===== src/shared/lsu_pkg.sv =====
`default_nettype none
package lsu_pkg;
  // APB register byte offsets
  localparam logic [7:0] LSU_CTRL_OFS = 8'h00;
  localparam logic [7:0] LSU_STAT_OFS = 8'h04;
  localparam logic [7:0] LSU_FSR_OFS = 8'h08;
  localparam logic [7:0] LSU_CSR_OFS = 8'h0c;
  // Control field positions
  localparam int LSU_CTRL_FPEN = 0;
  localparam int LSU_CTRL_CPEN = 1;
  localparam int LSU_CTRL_FQP = 2;
  localparam int LSU_CTRL_CQP = 3;
  localparam int LSU_CTRL_W = 4;
  localparam logic [3:0] LSU_CTRL_RST = 4'h0;
  // Status field positions
  localparam int LSU_STAT_CAUSE = 0;
  localparam int LSU_STAT_FTT = 4;
  localparam int LSU_STAT_BUSY = 8;
  localparam logic [31:0] LSU_FSR_RST = 32'h0000_0000;
  localparam logic [31:0] LSU_CSR_RST = 32'h0000_0000;
  // Address spaces for normal accesses
  localparam logic [7:0] LSU_ASI_USER = 8'h0a;
  localparam logic [7:0] LSU_ASI_SUPER = 8'h0b;
  // Access size codes
  localparam logic [1:0] LSU_SZ_BYTE = 2'h0;
  localparam logic [1:0] LSU_SZ_HALF = 2'h1;
  localparam logic [1:0] LSU_SZ_WORD = 2'h2;
  localparam logic [1:0] LSU_SZ_DBL = 2'h3;
  // Target unit codes
  localparam logic [2:0] LSU_U_INT = 3'h0;
  localparam logic [2:0] LSU_U_FP = 3'h1;
  localparam logic [2:0] LSU_U_FSR = 3'h2;
  localparam logic [2:0] LSU_U_FQ = 3'h3;
  localparam logic [2:0] LSU_U_CP = 3'h4;
  localparam logic [2:0] LSU_U_CSR = 3'h5;
  localparam logic [2:0] LSU_U_CQ = 3'h6;
  // Trap cause codes
  localparam logic [3:0] LSU_TC_NONE = 4'h0;
  localparam logic [3:0] LSU_TC_PRIV = 4'h1;
  localparam logic [3:0] LSU_TC_ILL = 4'h2;
  localparam logic [3:0] LSU_TC_FPDIS = 4'h3;
  localparam logic [3:0] LSU_TC_CPDIS = 4'h4;
  localparam logic [3:0] LSU_TC_ALIGN = 4'h5;
  localparam logic [3:0] LSU_TC_FPEXC = 4'h6;
  localparam logic [3:0] LSU_TC_CPEXC = 4'h7;
  localparam logic [3:0] LSU_TC_DACC = 4'h8;
  // Floating-point trap type codes
  localparam logic [2:0] LSU_FTT_NONE = 3'h0;
  localparam logic [2:0] LSU_FTT_INVREG = 3'h1;
  localparam logic [2:0] LSU_FTT_SEQ = 3'h2;
  // Register file select codes
  localparam logic [1:0] LSU_RF_INT = 2'h0;
  localparam logic [1:0] LSU_RF_FP = 2'h1;
  localparam logic [1:0] LSU_RF_CP = 2'h2;
  // Sequencer states
  typedef enum logic [3:0] {
    LSU_IDLE = 4'b0001,
    LSU_CHK = 4'b0010,
    LSU_MEM0 = 4'b0100,
    LSU_MEM1 = 4'b1000
  } lsu_state_t;
endpackage : lsu_pkg
`default_nettype wire


===== src/hdl/lsu_core.sv =====
// Decided for this implementation: the register offsets and the APB interface to the registers.
`timescale 1ns/1ps
`default_nettype none
module lsu_core
  import lsu_pkg::*;
#(
  parameter int APB_AW = 8
) (
  // Clock and reset
  input wire logic mclk,
  input wire logic rstn,
  // APB slave
  input wire logic psel,
  input wire logic penable,
  input wire logic pwrite,
  input wire logic [APB_AW-1:0] paddr,
  input wire logic [31:0] pwdata,
  output logic [31:0] prdata,
  output logic pready,
  output logic pslverr,
  // Operation request
  input wire logic req_valid,
  output logic req_ready,
  input wire logic req_store,
  input wire logic [1:0] req_size,
  input wire logic req_signed,
  input wire logic req_alt,
  input wire logic [2:0] req_unit,
  input wire logic req_use_imm,
  input wire logic req_super,
  input wire logic [31:0] src_reg_a,
  input wire logic [31:0] src_reg_b,
  input wire logic [12:0] signed_imm13,
  input wire logic [4:0] req_rd,
  input wire logic [7:0] req_asi,
  input wire logic fp_seq_err,
  input wire logic cp_seq_err,
  input wire logic fp_queue_not_empty,
  // Presence pins from outside
  input wire logic fpu_present_pin,
  input wire logic coproc_present_pin,
  // Memory system
  output logic mem_req,
  output logic mem_we,
  output logic [31:0] mem_addr,
  output logic [7:0] mem_asi,
  input wire logic mem_ack,
  input wire logic [31:0] mem_rdata,
  input wire logic mem_access_err,
  // Register file writes
  output logic rf_we,
  output logic [1:0] rf_sel,
  output logic [4:0] rf_idx,
  output logic [31:0] rf_data,
  // Completion and trap
  output logic op_done,
  output logic trap,
  output logic [3:0] trap_cause,
  output logic [2:0] trap_ftt
);

  // Refuse an address bus too narrow for the map
  if (APB_AW < 4) begin : g_aw_chk
    $error("lsu_core: APB_AW must be at least 4");
  end

  typedef struct packed {
    lsu_state_t state;
    logic store;
    logic [1:0] size;
    logic sgn;
    logic alt;
    logic [2:0] unit;
    logic imm;
    logic sup;
    logic [4:0] rd;
    logic [31:0] addr;
    logic [7:0] asi;
    logic fseq;
    logic cseq;
    logic qne;
    logic fpu_s1;
    logic fpu_s2;
    logic cp_s1;
    logic cp_s2;
    logic [LSU_CTRL_W-1:0] ctrl;
    logic [31:0] fp_status_reg;
    logic [31:0] cp_status_reg;
    logic [3:0] cause;
    logic [2:0] ftt;
    logic mem_req;
    logic mem_we;
    logic [31:0] mem_addr;
    logic [7:0] mem_asi;
    logic rf_we;
    logic [1:0] rf_sel;
    logic [4:0] rf_idx;
    logic [31:0] rf_data;
    logic done;
    logic trap;
    logic [31:0] prdata;
    logic pslverr;
  } lsu_regs_t;

  lsu_regs_t s;
  lsu_regs_t next_s;

  // Unit group tests
  function automatic logic is_fp(input logic [2:0] u);
    is_fp = (u == LSU_U_FP) || (u == LSU_U_FSR) || (u == LSU_U_FQ);
  endfunction : is_fp

  function automatic logic is_cp(input logic [2:0] u);
    is_cp = (u == LSU_U_CP) || (u == LSU_U_CSR) || (u == LSU_U_CQ);
  endfunction : is_cp

  // Alignment test shared by loads and stores
  function automatic logic misaligned(input logic [1:0] sz,
                                      input logic [2:0] a);
    unique case (sz)
      LSU_SZ_HALF: misaligned = a[0];
      LSU_SZ_WORD: misaligned = (a[1:0] != 2'h0);
      LSU_SZ_DBL: misaligned = (a != 3'h0);
      default: misaligned = 1'b0;
    endcase
  endfunction : misaligned

  // Lane select and extension of a loaded word
  function automatic logic [31:0] load_word(input logic [1:0] sz,
                                            input logic sg,
                                            input logic [1:0] a,
                                            input logic [31:0] d);
    logic [7:0] b;
    logic [15:0] h;
    b = 8'h00;
    h = 16'h0000;
    unique case (a)
      2'h0: b = d[31:24];
      2'h1: b = d[23:16];
      2'h2: b = d[15:8];
      default: b = d[7:0];
    endcase
    h = a[1] ? d[15:0] : d[31:16];
    unique case (sz)
      LSU_SZ_BYTE: load_word = {{24{sg & b[7]}}, b};
      LSU_SZ_HALF: load_word = {{16{sg & h[15]}}, h};
      default: load_word = d;
    endcase
  endfunction : load_word

  // Register map read value
  function automatic logic [31:0] reg_read(input lsu_regs_t r,
                                           input logic [7:0] a);
    reg_read = 32'h0000_0000;
    unique case (a)
      LSU_CTRL_OFS: reg_read[LSU_CTRL_W-1:0] = r.ctrl;
      LSU_STAT_OFS: begin
        reg_read[LSU_STAT_CAUSE +: 4] = r.cause;
        reg_read[LSU_STAT_FTT +: 3] = r.ftt;
        reg_read[LSU_STAT_BUSY] = (r.state != LSU_IDLE);
      end
      LSU_FSR_OFS: reg_read = r.fp_status_reg;
      LSU_CSR_OFS: reg_read = r.cp_status_reg;
      default: reg_read = 32'h0000_0000;
    endcase
  endfunction : reg_read

  function automatic logic mapped(input logic [7:0] a);
    mapped = (a == LSU_CTRL_OFS) || (a == LSU_STAT_OFS) ||
             (a == LSU_FSR_OFS) || (a == LSU_CSR_OFS);
  endfunction : mapped

  logic [7:0] apb_a;
  assign apb_a = 8'(paddr);

  // Next-state logic
  always_comb begin
    logic [3:0] c;
    logic [2:0] f;
    logic fpen;
    logic cpen;
    logic dbl;
    logic [31:0] w;
    c = LSU_TC_NONE;
    f = LSU_FTT_NONE;
    w = 32'h0000_0000;
    next_s = s;
    next_s.rf_we = 1'b0;
    next_s.done = 1'b0;
    next_s.trap = 1'b0;
    // Presence pins pass two flops
    next_s.fpu_s1 = fpu_present_pin;
    next_s.fpu_s2 = s.fpu_s1;
    next_s.cp_s1 = coproc_present_pin;
    next_s.cp_s2 = s.cp_s1;
    fpen = s.ctrl[LSU_CTRL_FPEN] & s.fpu_s2;
    cpen = s.ctrl[LSU_CTRL_CPEN] & s.cp_s2;
    dbl = (s.size == LSU_SZ_DBL);

    // APB read data and error captured in setup phase
    if (psel && !penable) begin
      next_s.prdata = reg_read(s, apb_a);
      next_s.pslverr = !mapped(apb_a);
    end
    // APB write in access phase
    if (psel && penable && pwrite) begin
      unique case (apb_a)
        LSU_CTRL_OFS: next_s.ctrl = pwdata[LSU_CTRL_W-1:0];
        LSU_FSR_OFS: next_s.fp_status_reg = pwdata;
        LSU_CSR_OFS: next_s.cp_status_reg = pwdata;
        default: ;
      endcase
    end

    unique case (s.state)
      LSU_IDLE: begin
        if (req_valid) begin
          next_s.store = req_store;
          next_s.size = req_size;
          next_s.sgn = req_signed;
          next_s.alt = req_alt;
          next_s.unit = req_unit;
          next_s.imm = req_use_imm;
          next_s.sup = req_super;
          next_s.rd = req_rd;
          next_s.fseq = fp_seq_err;
          next_s.cseq = cp_seq_err;
          next_s.qne = fp_queue_not_empty;
          if (req_alt) begin
            next_s.addr = src_reg_a + src_reg_b;
            next_s.asi = req_asi;
          end else begin
            next_s.addr = src_reg_a + (req_use_imm ?
              {{19{signed_imm13[12]}}, signed_imm13} : src_reg_b);
            next_s.asi = req_super ? LSU_ASI_SUPER : LSU_ASI_USER;
          end
          next_s.state = LSU_CHK;
        end
      end
      LSU_CHK: begin
        if (s.store) begin
          // Store checks in priority order
          if (!s.sup && (s.alt || s.unit == LSU_U_FQ ||
                         s.unit == LSU_U_CQ)) begin
            c = LSU_TC_PRIV;
          end else if (s.alt && s.imm) begin
            c = LSU_TC_ILL;
          end else if (is_fp(s.unit) && !fpen) begin
            c = LSU_TC_FPDIS;
          end else if (is_cp(s.unit) && !cpen) begin
            c = LSU_TC_CPDIS;
          end else if (misaligned(s.size, s.addr[2:0])) begin
            c = LSU_TC_ALIGN;
          end else if (s.unit == LSU_U_FQ &&
                       (!s.ctrl[LSU_CTRL_FQP] || !s.qne)) begin
            c = LSU_TC_FPEXC;
            f = LSU_FTT_SEQ;
          end else if (s.unit == LSU_U_CQ &&
                       !s.ctrl[LSU_CTRL_CQP]) begin
            c = LSU_TC_CPEXC;
          end
        end else begin
          // Load checks in priority order
          if (s.alt && !s.sup) begin
            c = LSU_TC_PRIV;
          end else if (s.alt && s.imm) begin
            c = LSU_TC_ILL;
          end else if (is_fp(s.unit) && !fpen) begin
            c = LSU_TC_FPDIS;
          end else if (is_cp(s.unit) && !cpen) begin
            c = LSU_TC_CPDIS;
          end else if (misaligned(s.size, s.addr[2:0])) begin
            c = LSU_TC_ALIGN;
          end else if (s.unit == LSU_U_FP && dbl && s.rd[0]) begin
            c = LSU_TC_FPEXC;
            f = LSU_FTT_INVREG;
          end else if (is_fp(s.unit) && s.fseq) begin
            c = LSU_TC_FPEXC;
            f = LSU_FTT_SEQ;
          end else if (is_cp(s.unit) && s.cseq) begin
            c = LSU_TC_CPEXC;
          end
        end
        if (c != LSU_TC_NONE) begin
          next_s.trap = 1'b1;
          next_s.cause = c;
          next_s.ftt = f;
          next_s.state = LSU_IDLE;
        end else begin
          // Memory access only without a trap
          next_s.mem_req = 1'b1;
          next_s.mem_we = s.store;
          next_s.mem_addr = s.addr;
          next_s.mem_asi = s.asi;
          next_s.state = LSU_MEM0;
        end
      end
      LSU_MEM0: begin
        if (mem_ack) begin
          next_s.mem_req = 1'b0;
          if (mem_access_err) begin
            next_s.trap = 1'b1;
            next_s.cause = LSU_TC_DACC;
            next_s.ftt = LSU_FTT_NONE;
            next_s.state = LSU_IDLE;
          end else begin
            if (!s.store) begin
              // First word write-back
              w = load_word(s.size, s.sgn, s.addr[1:0], mem_rdata);
              next_s.rf_data = w;
              next_s.rf_idx = dbl ? {s.rd[4:1], 1'b0} : s.rd;
              unique case (s.unit)
                LSU_U_INT: begin
                  next_s.rf_sel = LSU_RF_INT;
                  next_s.rf_we = dbl || (s.rd != 5'h00);
                end
                LSU_U_FP: begin
                  next_s.rf_sel = LSU_RF_FP;
                  next_s.rf_we = 1'b1;
                end
                LSU_U_CP: begin
                  next_s.rf_sel = LSU_RF_CP;
                  next_s.rf_we = 1'b1;
                end
                LSU_U_FSR: next_s.fp_status_reg = w;
                LSU_U_CSR: next_s.cp_status_reg = w;
                default: ;
              endcase
            end
            if (dbl) begin
              // Second transfer, only while no trap
              next_s.mem_req = 1'b1;
              next_s.mem_addr = s.addr + 32'h0000_0004;
              next_s.state = LSU_MEM1;
            end else begin
              next_s.done = 1'b1;
              next_s.cause = LSU_TC_NONE;
              next_s.ftt = LSU_FTT_NONE;
              next_s.state = LSU_IDLE;
            end
          end
        end
      end
      LSU_MEM1: begin
        if (mem_ack) begin
          next_s.mem_req = 1'b0;
          next_s.state = LSU_IDLE;
          if (mem_access_err) begin
            next_s.trap = 1'b1;
            next_s.cause = LSU_TC_DACC;
            next_s.ftt = LSU_FTT_NONE;
          end else begin
            next_s.done = 1'b1;
            next_s.cause = LSU_TC_NONE;
            next_s.ftt = LSU_FTT_NONE;
            if (!s.store) begin
              next_s.rf_data = mem_rdata;
              next_s.rf_idx = {s.rd[4:1], 1'b1};
              next_s.rf_sel = (s.unit == LSU_U_FP) ? LSU_RF_FP :
                              (s.unit == LSU_U_CP) ? LSU_RF_CP :
                              LSU_RF_INT;
              next_s.rf_we = 1'b1;
            end
          end
        end
      end
      default: next_s.state = LSU_IDLE;
    endcase
  end

  // State register with synchronous reset
  always_ff @(posedge mclk) begin
    if (!rstn) begin
      s <= '0;
      s.state <= LSU_IDLE;
      s.ctrl <= LSU_CTRL_RST;
      s.fp_status_reg <= LSU_FSR_RST;
      s.cp_status_reg <= LSU_CSR_RST;
      s.rf_sel <= LSU_RF_INT;
      s.cause <= LSU_TC_NONE;
      s.ftt <= LSU_FTT_NONE;
    end else begin
      s <= next_s;
    end
  end

  // Outputs
  assign req_ready = (s.state == LSU_IDLE);
  assign pready = 1'b1; // No wait states
  assign prdata = s.prdata;
  assign pslverr = s.pslverr;
  assign mem_req = s.mem_req;
  assign mem_we = s.mem_we;
  assign mem_addr = s.mem_addr;
  assign mem_asi = s.mem_asi;
  assign rf_we = s.rf_we;
  assign rf_sel = s.rf_sel;
  assign rf_idx = s.rf_idx;
  assign rf_data = s.rf_data;
  assign op_done = s.done;
  assign trap = s.trap;
  assign trap_cause = s.cause;
  assign trap_ftt = s.ftt;

endmodule : lsu_core
`default_nettype wire


===== config.mk =====
export PLATFORM = sky130hd
export DESIGN_NAME = lsu_core
export DESIGN_NICKNAME = d
export VERILOG_FILES = /design/src/shared/lsu_pkg.sv /design/src/hdl/lsu_core.sv
export SDC_FILE = /design/constraint.sdc
export NUM_CORES = 1
export LEC_CHECK = 0
export ABC_AREA = 1
export BUFFER_PORTS_ARGS = -buffer_cell sky130_fd_sc_hd__buf_2
export CAP_MARGIN = 10
export CORE_ASPECT_RATIO = 1.75
export CORE_MARGIN = 2
export CORE_UTILIZATION = 45
export DETAILED_ROUTE_END_ITERATION = 8
export PLACE_DENSITY_LB_ADDON = 0.2
export SYNTH_ARGS = -nofsm -noshare
export SYNTH_HDL_FRONTEND = slang
export SYNTH_SLANG_ARGS = --single-unit

===== constraint.sdc =====
create_clock -name mclk -period 3 [get_ports mclk]
set_input_delay 0 -clock mclk [delete_from_list [all_inputs] [get_ports mclk]]
set_output_delay 0 -clock mclk [all_outputs]
set_load 0.005 [all_outputs]

==> results of run 1 <==
[critical path: cells and delay by family]
family	cells	cell delay, ns
AND/OR/NAND/NOR	5	0.54
AO/OA/AOI/OAI	1	0.29
buffers and inverters	6	2.43
[flip-flops by register name, summed over array words and instances, names as in the netlist]
name,flops
trap,1
next_s,2
op_done,1
mem_asi,8
trap_cause,4
s,132
rf_sel,2
mem_req,1
rf_idx,5
rf_data,32
mem_addr,32
prdata,32
pslverr,1
mem_we,1
trap_ftt,2
rf_we,1
[power by group through the flow]
stage | logic, mW | registers (mW) | clock network [mW]
after global placement | 2.08 | 3.81 | 0
final | 2.23 | 3.74 | 3.30
after global routing | 2.44 | 3.75 | 3.45
after floorplan | 1.36 | 3.72 | 0
after CTS | 2.22 | 3.74 | 3.35
after detailed placement | 2.09 | 3.81 | 0
[cells by family after synthesis]
family	count (synthesis)	share of synthesized area [%]
buffers and inverters	520	15.6
muxes	6	0.379
xor gates and xnor gates	32	1.77
adders and majority gates	33	2.65
and+or+nand+nor	1050	27.2
other	2	0.0474
DFF	257	32.5
AOI/OAI and AO/OA	567	19.8
[layer usage]
layer	up-vias	GRT usage, %	wire length, um
li1	8367	-	-
met1	7755	28.8	19600
met2	587	62.6	32400
met3	193	2.40	2410
met4	0	23.8	5170
met5	-	0	0
[Yosys cell counts (28+ instances only)]
master                       n
sky130_fd_sc_hd__ha_1       32
sky130_fd_sc_hd__nand3_1    65
sky130_fd_sc_hd__nand4_1    35
sky130_fd_sc_hd__clkbuf_1   88
sky130_fd_sc_hd__a21oi_1   196
sky130_fd_sc_hd__nor2_1    261
sky130_fd_sc_hd__xor2_1     28
sky130_fd_sc_hd__a31oi_1    34
sky130_fd_sc_hd__inv_1     267
sky130_fd_sc_hd__dfxtp_1   257
sky130_fd_sc_hd__o21ai_0   257
sky130_fd_sc_hd__nand2_1   626
sky130_fd_sc_hd__buf_4     126
[metrics by stage]
step | hold slack (ns) | cells | instance area [um^2] | power [mW]
3_3_place_gp | 0.186 | 3043 | 16900 | 5.89
5_1_grt | 0.0546 | 3205 | 18900 | 9.65
6_report | 0.0212 | 3205 | 18900 | 9.27
2_1_floorplan | 0.0976 | 2467 | 15800 | 5.08
4_1_cts | 0.00665 | 3205 | 18900 | 9.30
3_5_place_dp | 0.192 | 3043 | 16900 | 5.90
[worst min path at each step]
stage | startpoint | end | slack [ns] | depth (start not counted)
2_1_floorplan | coproc_present_pin | next_s[192] | 0.1 | 2
4_1_cts | rstn | s[164] | 0.007 | 3
5_1_grt | rstn | s[187] | 0.05 | 3
3_5_place_dp | coproc_present_pin | next_s[192] | 0.19 | 3
3_3_place_gp | coproc_present_pin | next_s[192] | 0.19 | 3
6_report | src_reg_a[27] | s[234] | 0.02 | 6
[repair_timing]
item                                    4_1_cts  5_1_grt
gates resized for setup                       0        0
endpoints found under the setup margin        0        0
hold endpoints to repair                    146        0
hold buffers                                117        0
setup buffers                                 0        0
[final cells by class]
cell class | count | area (um^2)
clock inverter | 9 | 85.1
inverter | 284 | 1070
fill | 3527 | 15600
multi-input combinational | 1690 | 8230
clock buffer | 36 | 759
tap | 460 | 576
timing repair buffer | 469 | 3080
sequential | 257 | 5140
==> out/metrics.json, run 1 <==
{
  "detailed_routing": {
    "wl_mm": 59.5,
    "detailedRoute.firstIterationViolations": 957,
    "drc": 0,
    "avgRoutedWirePerCell_um": 18.6,
    "vias_per_cell": 5.27,
    "dr_total_vias": 16900,
    "antenna_left": 0,
    "drt_first_pass_iters": 5
  },
  "clock_tree": {
    "cts_tree": "built",
    "tritoncts_num_sinks": 257,
    "clockRootBuffer": "sky130_fd_sc_hd__clkbuf_16",
    "clock_path_buffers": 3,
    "clk_pin_slew_ns": 0.07,
    "numCtsBuffers": 26,
    "cts_max_level": 1,
    "insertion_delay_ns": 0.56
  },
  "setup_path": {
    "critical_path_fanout_max": 3,
    "worstRegToRegCells": 8,
    "timing.setup.critical_path_class": "primary input to register",
    "critical_path.max_stage_delay_ns": 0.58,
    "setup.reg_to_reg.worst_slack_ns": 0.47,
    "timing.critical_path.to": "s[131]",
    "crit-reg2reg-capture": "s[175]",
    "worst_path_max_delay_cell": "sky130_fd_sc_hd__dlygate4sd3_1",
    "critical_path.cell_chain": "dlygate4sd3_1, buf_2, nor2_1, dlygate4sd3_1, nand2_1, dlygate4sd3_1, inv_1, nand4_1, nor2_1, nand2_1, dlygate4sd3_1, a311oi_1",
    "crit_path_start": "paddr[6]",
    "cp-start-kind": "primary input",
    "worstSetupEndpointType": "register",
    "crit_arrival_ns": 3.27,
    "required_ns": 3.46,
    "worst_reg2reg_startpoint": "s[207]",
    "path_common_cell": "sky130_fd_sc_hd__dlygate4sd3_1"
  },
  "timing": {
    "slew-limit-headroom_pct": 38.4,
    "timing.final.max_slew_violations": 0,
    "setup_viol": 0,
    "post-route-min-period_ns": 2.81,
    "tightestPinTransition_ns": 0.920,
    "rsz_0062_raised_after_global_routing": "no",
    "final_min_period_over_clock_period_pct": 93.5,
    "worst_clock_skew_ns": 0.0206,
    "post-route-worst-setup-slack_ns": 0.194,
    "hold_violation_total_from_the_final_report": 0,
    "tns_ns": 0,
    "fmax_mhz": 356
  },
  "yosys": {
    "synth_cell_type_count": 57,
    "synthArstFlopShare_pct": 0,
    "yosysSeqAreaShare_pct": 32.5,
    "synth_top_flop_cell": "sky130_fd_sc_hd__dfxtp_1",
    "synth_enable_flop_cells": 0,
    "synth_area_um2": 15800,
    "mean_syn_cell_area_um2": 6.42,
    "synth.top_cells.by_area": "sky130_fd_sc_hd__dfxtp_1 (32%), sky130_fd_sc_hd__nand2_1 (15%), sky130_fd_sc_hd__o21ai_0 (8.1%)",
    "postSynthRegisterBits": 257,
    "largest_area_contributor_in_the_netlist": "sky130_fd_sc_hd__dfxtp_1",
    "postSynthCellCount": 2467,
    "netlist.area_leader.share_pct": 32.5,
    "yosysWarningCount": 0,
    "net_count_after_synthesis": 2685
  },
  "job": {
    "timing.max_cap.violations": 0
  },
  "cells_and_area": {
    "mostFrequentLayoutCell": "sky130_fd_sc_hd__nand2_1",
    "relative_area_change_from_synthesis_to_final_layout_pct": 19.6,
    "nets": 2946,
    "most-common-layout-cells": "sky130_fd_sc_hd__nand2_1 (625), sky130_fd_sc_hd__buf_2 (307), sky130_fd_sc_hd__inv_1 (266)",
    "drive_gt1_share_pct": 16.9,
    "finalCoreUtilization_pct": 54.8,
    "antenna-diode-count": 0
  },
  "power_and_ir_drop": {
    "powerDensity_nw_per_um2": 489,
    "cellLeakagePower_nw": 9.15,
    "p_comb_share_pct": 24.1,
    "clock_power_share_pct": 35.6,
    "power.switching_fraction_pct": 33.2,
    "seq_power_share_pct": 40.4,
    "p_sw_mw": 3.08,
    "cell_internal_pwr_mw": 6.19,
    "vdd_ir_drop_max_mv": 0.338
  },
  "grt": {
    "global_route_wire_length_before_repair_mm": 90.0,
    "grt_start_max_net_pins": 97,
    "first_global_vias": 16900,
    "gr-total-overflow": 0,
    "gr-usage-all-layers_pct": 31.3,
    "grt_antenna_before_repair": 0
  },
  "die": {
    "die_w_um": 146,
    "fp.dieH_um": 252,
    "floorplan.initialDensity_pct": 45.8,
    "core-area_um2": 34600,
    "die_area_um2": 36800,
    "io_pins": 311,
    "placementRows": 90
  },
  "placed_design": {
    "port_buffers": 308,
    "dp_slack_ns": 0.316,
    "gpl.final_weighted_congestion": 0.968,
    "post-dp-hpwl_mm": 44.8
  },
  "hold_path": {
    "hold_class": "primary input to register"
  },
  "status": {
    "run_status": "complete, no violations"
  }
}
Power figures use the tool's default switching activity.
==> inputs of run 2 (changes only) <==
--- a/config.mk
+++ b/config.mk
@@ -6,12 +6,12 @@
 export NUM_CORES = 1
 export LEC_CHECK = 0
 export ABC_AREA = 1
-export BUFFER_PORTS_ARGS = -buffer_cell sky130_fd_sc_hd__buf_2
 export CAP_MARGIN = 10
 export CORE_ASPECT_RATIO = 1.75
 export CORE_MARGIN = 2
 export CORE_UTILIZATION = 45
 export DETAILED_ROUTE_END_ITERATION = 8
+export DONT_BUFFER_PORTS = 1
 export PLACE_DENSITY_LB_ADDON = 0.2
 export SYNTH_ARGS = -nofsm -noshare
 export SYNTH_HDL_FRONTEND = slang
==> out/metrics.json, run 2 (synthesized netlist as in run 1, its figures left out) <==
{
  "placed_design": {
    "port_buffers": 0,
    "gpl.final_weighted_congestion": 0.944,
    "post-dp-hpwl_mm": 43.9
  },
  "cells_and_area": {
    "relative_area_change_from_synthesis_to_final_layout_pct": 11.2,
    "mostFrequentLayoutCell": "sky130_fd_sc_hd__nand2_1",
    "finalCoreUtilization_pct": 51.0,
    "largest_register_ffs": 132,
    "layout.filler_cells": 3624,
    "drive_gt1_share_pct": 5.85,
    "most-common-layout-cells": "sky130_fd_sc_hd__nand2_1 (625), sky130_fd_sc_hd__inv_1 (266), sky130_fd_sc_hd__nor2_1 (260)",
    "largest-register": "s",
    "nets": 2666
  },
  "timing": {
    "post-route-min-period_ns": 2.85,
    "worst_clock_skew_ns": 0.0146,
    "setup_viol": 0,
    "hold_violation_total_from_the_final_report": 0,
    "fmax_mhz": 350,
    "tightestPinTransition_ns": 1.04,
    "timing.final.max_slew_violations": 0,
    "tns_ns": 0,
    "slew-limit-headroom_pct": 30.3,
    "rsz_0062_raised_after_global_routing": "no",
    "final_min_period_over_clock_period_pct": 95.1
  },
  "detailed_routing": {
    "drt_first_pass_iters": 5,
    "wl_mm": 58.8,
    "antenna_left": 0,
    "vias_per_cell": 5.47,
    "avgRoutedWirePerCell_um": 20.1,
    "drc": 0,
    "dr_total_vias": 16000,
    "detailedRoute.firstIterationViolations": 900
  },
  "die": {
    "die_area_um2": 36800,
    "die_w_um": 146,
    "core-area_um2": 34600,
    "fp.dieH_um": 252,
    "floorplan.initialDensity_pct": 45.8,
    "io_pins": 311,
    "placementRows": 90
  },
  "grt": {
    "first_global_vias": 15700,
    "grt_start_max_net_pins": 165,
    "gr-usage-all-layers_pct": 30.7,
    "gr-total-overflow": 0,
    "global_route_wire_length_before_repair_mm": 87.7,
    "grt_antenna_before_repair": 2
  },
  "setup_path": {
    "timing.setup.critical_path_class": "register to register",
    "worst_path_max_delay_cell": "sky130_fd_sc_hd__dlygate4sd3_1",
    "required_ns": 3.44,
    "cp-start-kind": "register",
    "cp_num_buf_inv": 4,
    "critical_path.max_stage_delay_ns": 0.54,
    "crit_arrival_ns": 3.29,
    "critical_path.cell_chain": "buf_4, nor2_1, clkinv_1, a21oi_1, o21ai_2, buf_4, nand2_1, o21ai_0, nor2_1, dlygate4sd3_1",
    "worstSetupEndpointType": "register",
    "worstRegToRegCells": 10,
    "path_delay_family": "buffers and inverters",
    "worst-path-stages": 10,
    "critical_path_fanout_max": 26
  },
  "clock_tree": {
    "clockRootBuffer": "sky130_fd_sc_hd__clkbuf_16",
    "cts_max_level": 1,
    "post_cts_buffers": 0,
    "numCtsBuffers": 25,
    "tritoncts_num_sinks": 257,
    "cts_tree": "built",
    "insertion_delay_ns": 0.55,
    "clk_pin_slew_ns": 0.07,
    "clock_path_buffers": 3
  },
  "power_and_ir_drop": {
    "powerDensity_nw_per_um2": 499,
    "cellLeakagePower_nw": 7.88,
    "vdd_ir_drop_max_mv": 0.322,
    "cell_internal_pwr_mw": 5.86,
    "seq_power_share_pct": 42.7,
    "p_sw_mw": 2.94,
    "power.total_mw": 8.80,
    "clock_power_share_pct": 34.1,
    "power.switching_fraction_pct": 33.4,
    "p_comb_share_pct": 23.2
  },
  "hold_path": {
    "hold_class": "primary input to register",
    "min_path_cells": 4
  },
  "status": {
    "run_status": "complete, no violations"
  },
  "job": {
    "timing.max_cap.violations": 0
  }
}
-- run 2: changes by cell type in the layout (fill, tap and decap cells not counted), moves of 2 or more --
| cell | change |
|---|---|
| sky130_fd_sc_hd__dlygate4sd3_1 | +36 |
| sky130_fd_sc_hd__clkbuf_16 | -2 |
| sky130_fd_sc_hd__buf_4 | -8 |
| sky130_fd_sc_hd__diode_2 | +2 |
| sky130_fd_sc_hd__buf_12 | -2 |
| sky130_fd_sc_hd__buf_2 | -307 |
-- run 2: repair_timing --
item / in CTS / in global routing
hold buffers: 154 / 0
setup endpoints to repair: 0 / 17
resized for setup: 0 / 8
endpoints found under the hold margin: 244 / 0
-- run 2: worst paths after layout --
path / from / end / slack (ns)
worst max-delay path: s[252] / s[181] / 0.15
worst min-delay path: src_reg_a[6] / s[213] / 0.008
worst max register to register: s[252] / s[181] / 0.15
worst min register to register: next_s[192] / s[192] / 0.41
-- run 2: power by group through the flow --
stage | Sequential (mW) | Combinational [mW] | Clock (mW)
finish | 3.76 | 2.04 | 3.00
CTS | 3.75 | 2.03 | 3.06
global route | 3.77 | 2.23 | 3.17
global placement | 3.83 | 1.82 | 0
floorplan | 3.72 | 1.36 | 0
detailed placement | 3.83 | 1.83 | 0
-- run 2: per-layer routing --
layer / GRT usage [%] / up-vias / part of all wire, %
met5: 0 / - / 0
met4: 23.6 / 0 / 9.0
met3: 3.52 / 198 / 4.7
met2: 61.5 / 550 / 55
met1: 27.4 / 7424 / 32
li1: - / 7814 / -
-- run 2: through the flow --
step	setup slack, ns	cell area, um^2	hold slack [ns]	instances
2_1_floorplan	0.554	15800	0.0976	2467
3_3_place_gp	0.305	15300	0.104	2727
3_5_place_dp	0.292	15300	0.106	2727
4_1_cts	0.113	17600	0.00475	2920
5_1_grt	0.0257	17600	0.0295	2922
6_report	0.146	17600	0.00826	2922
-- run 2: worst register-to-register path, delay by kind of cell (launching register included) --
family                 cells  cell delay, ns
AO/OA/AOI/OAI              3            0.69
buffers and inverters      4            1.29
flip-flops                 1            0.40
AND/OR/NAND/NOR            3            0.37
-- run 2: final cells by class --
class                   instances  area (um^2)  area share, %
clock buffers                  34          709           4.03
flip-flops and latches        257         5150           29.2
diodes                          2         5.00         0.0284
inverters                     284         1070           6.08
well taps                     460          576           3.27
multi-input cells            1690         8240           46.8
repair buffers                190         1850           10.5
clock inverters                 5         25.0          0.142
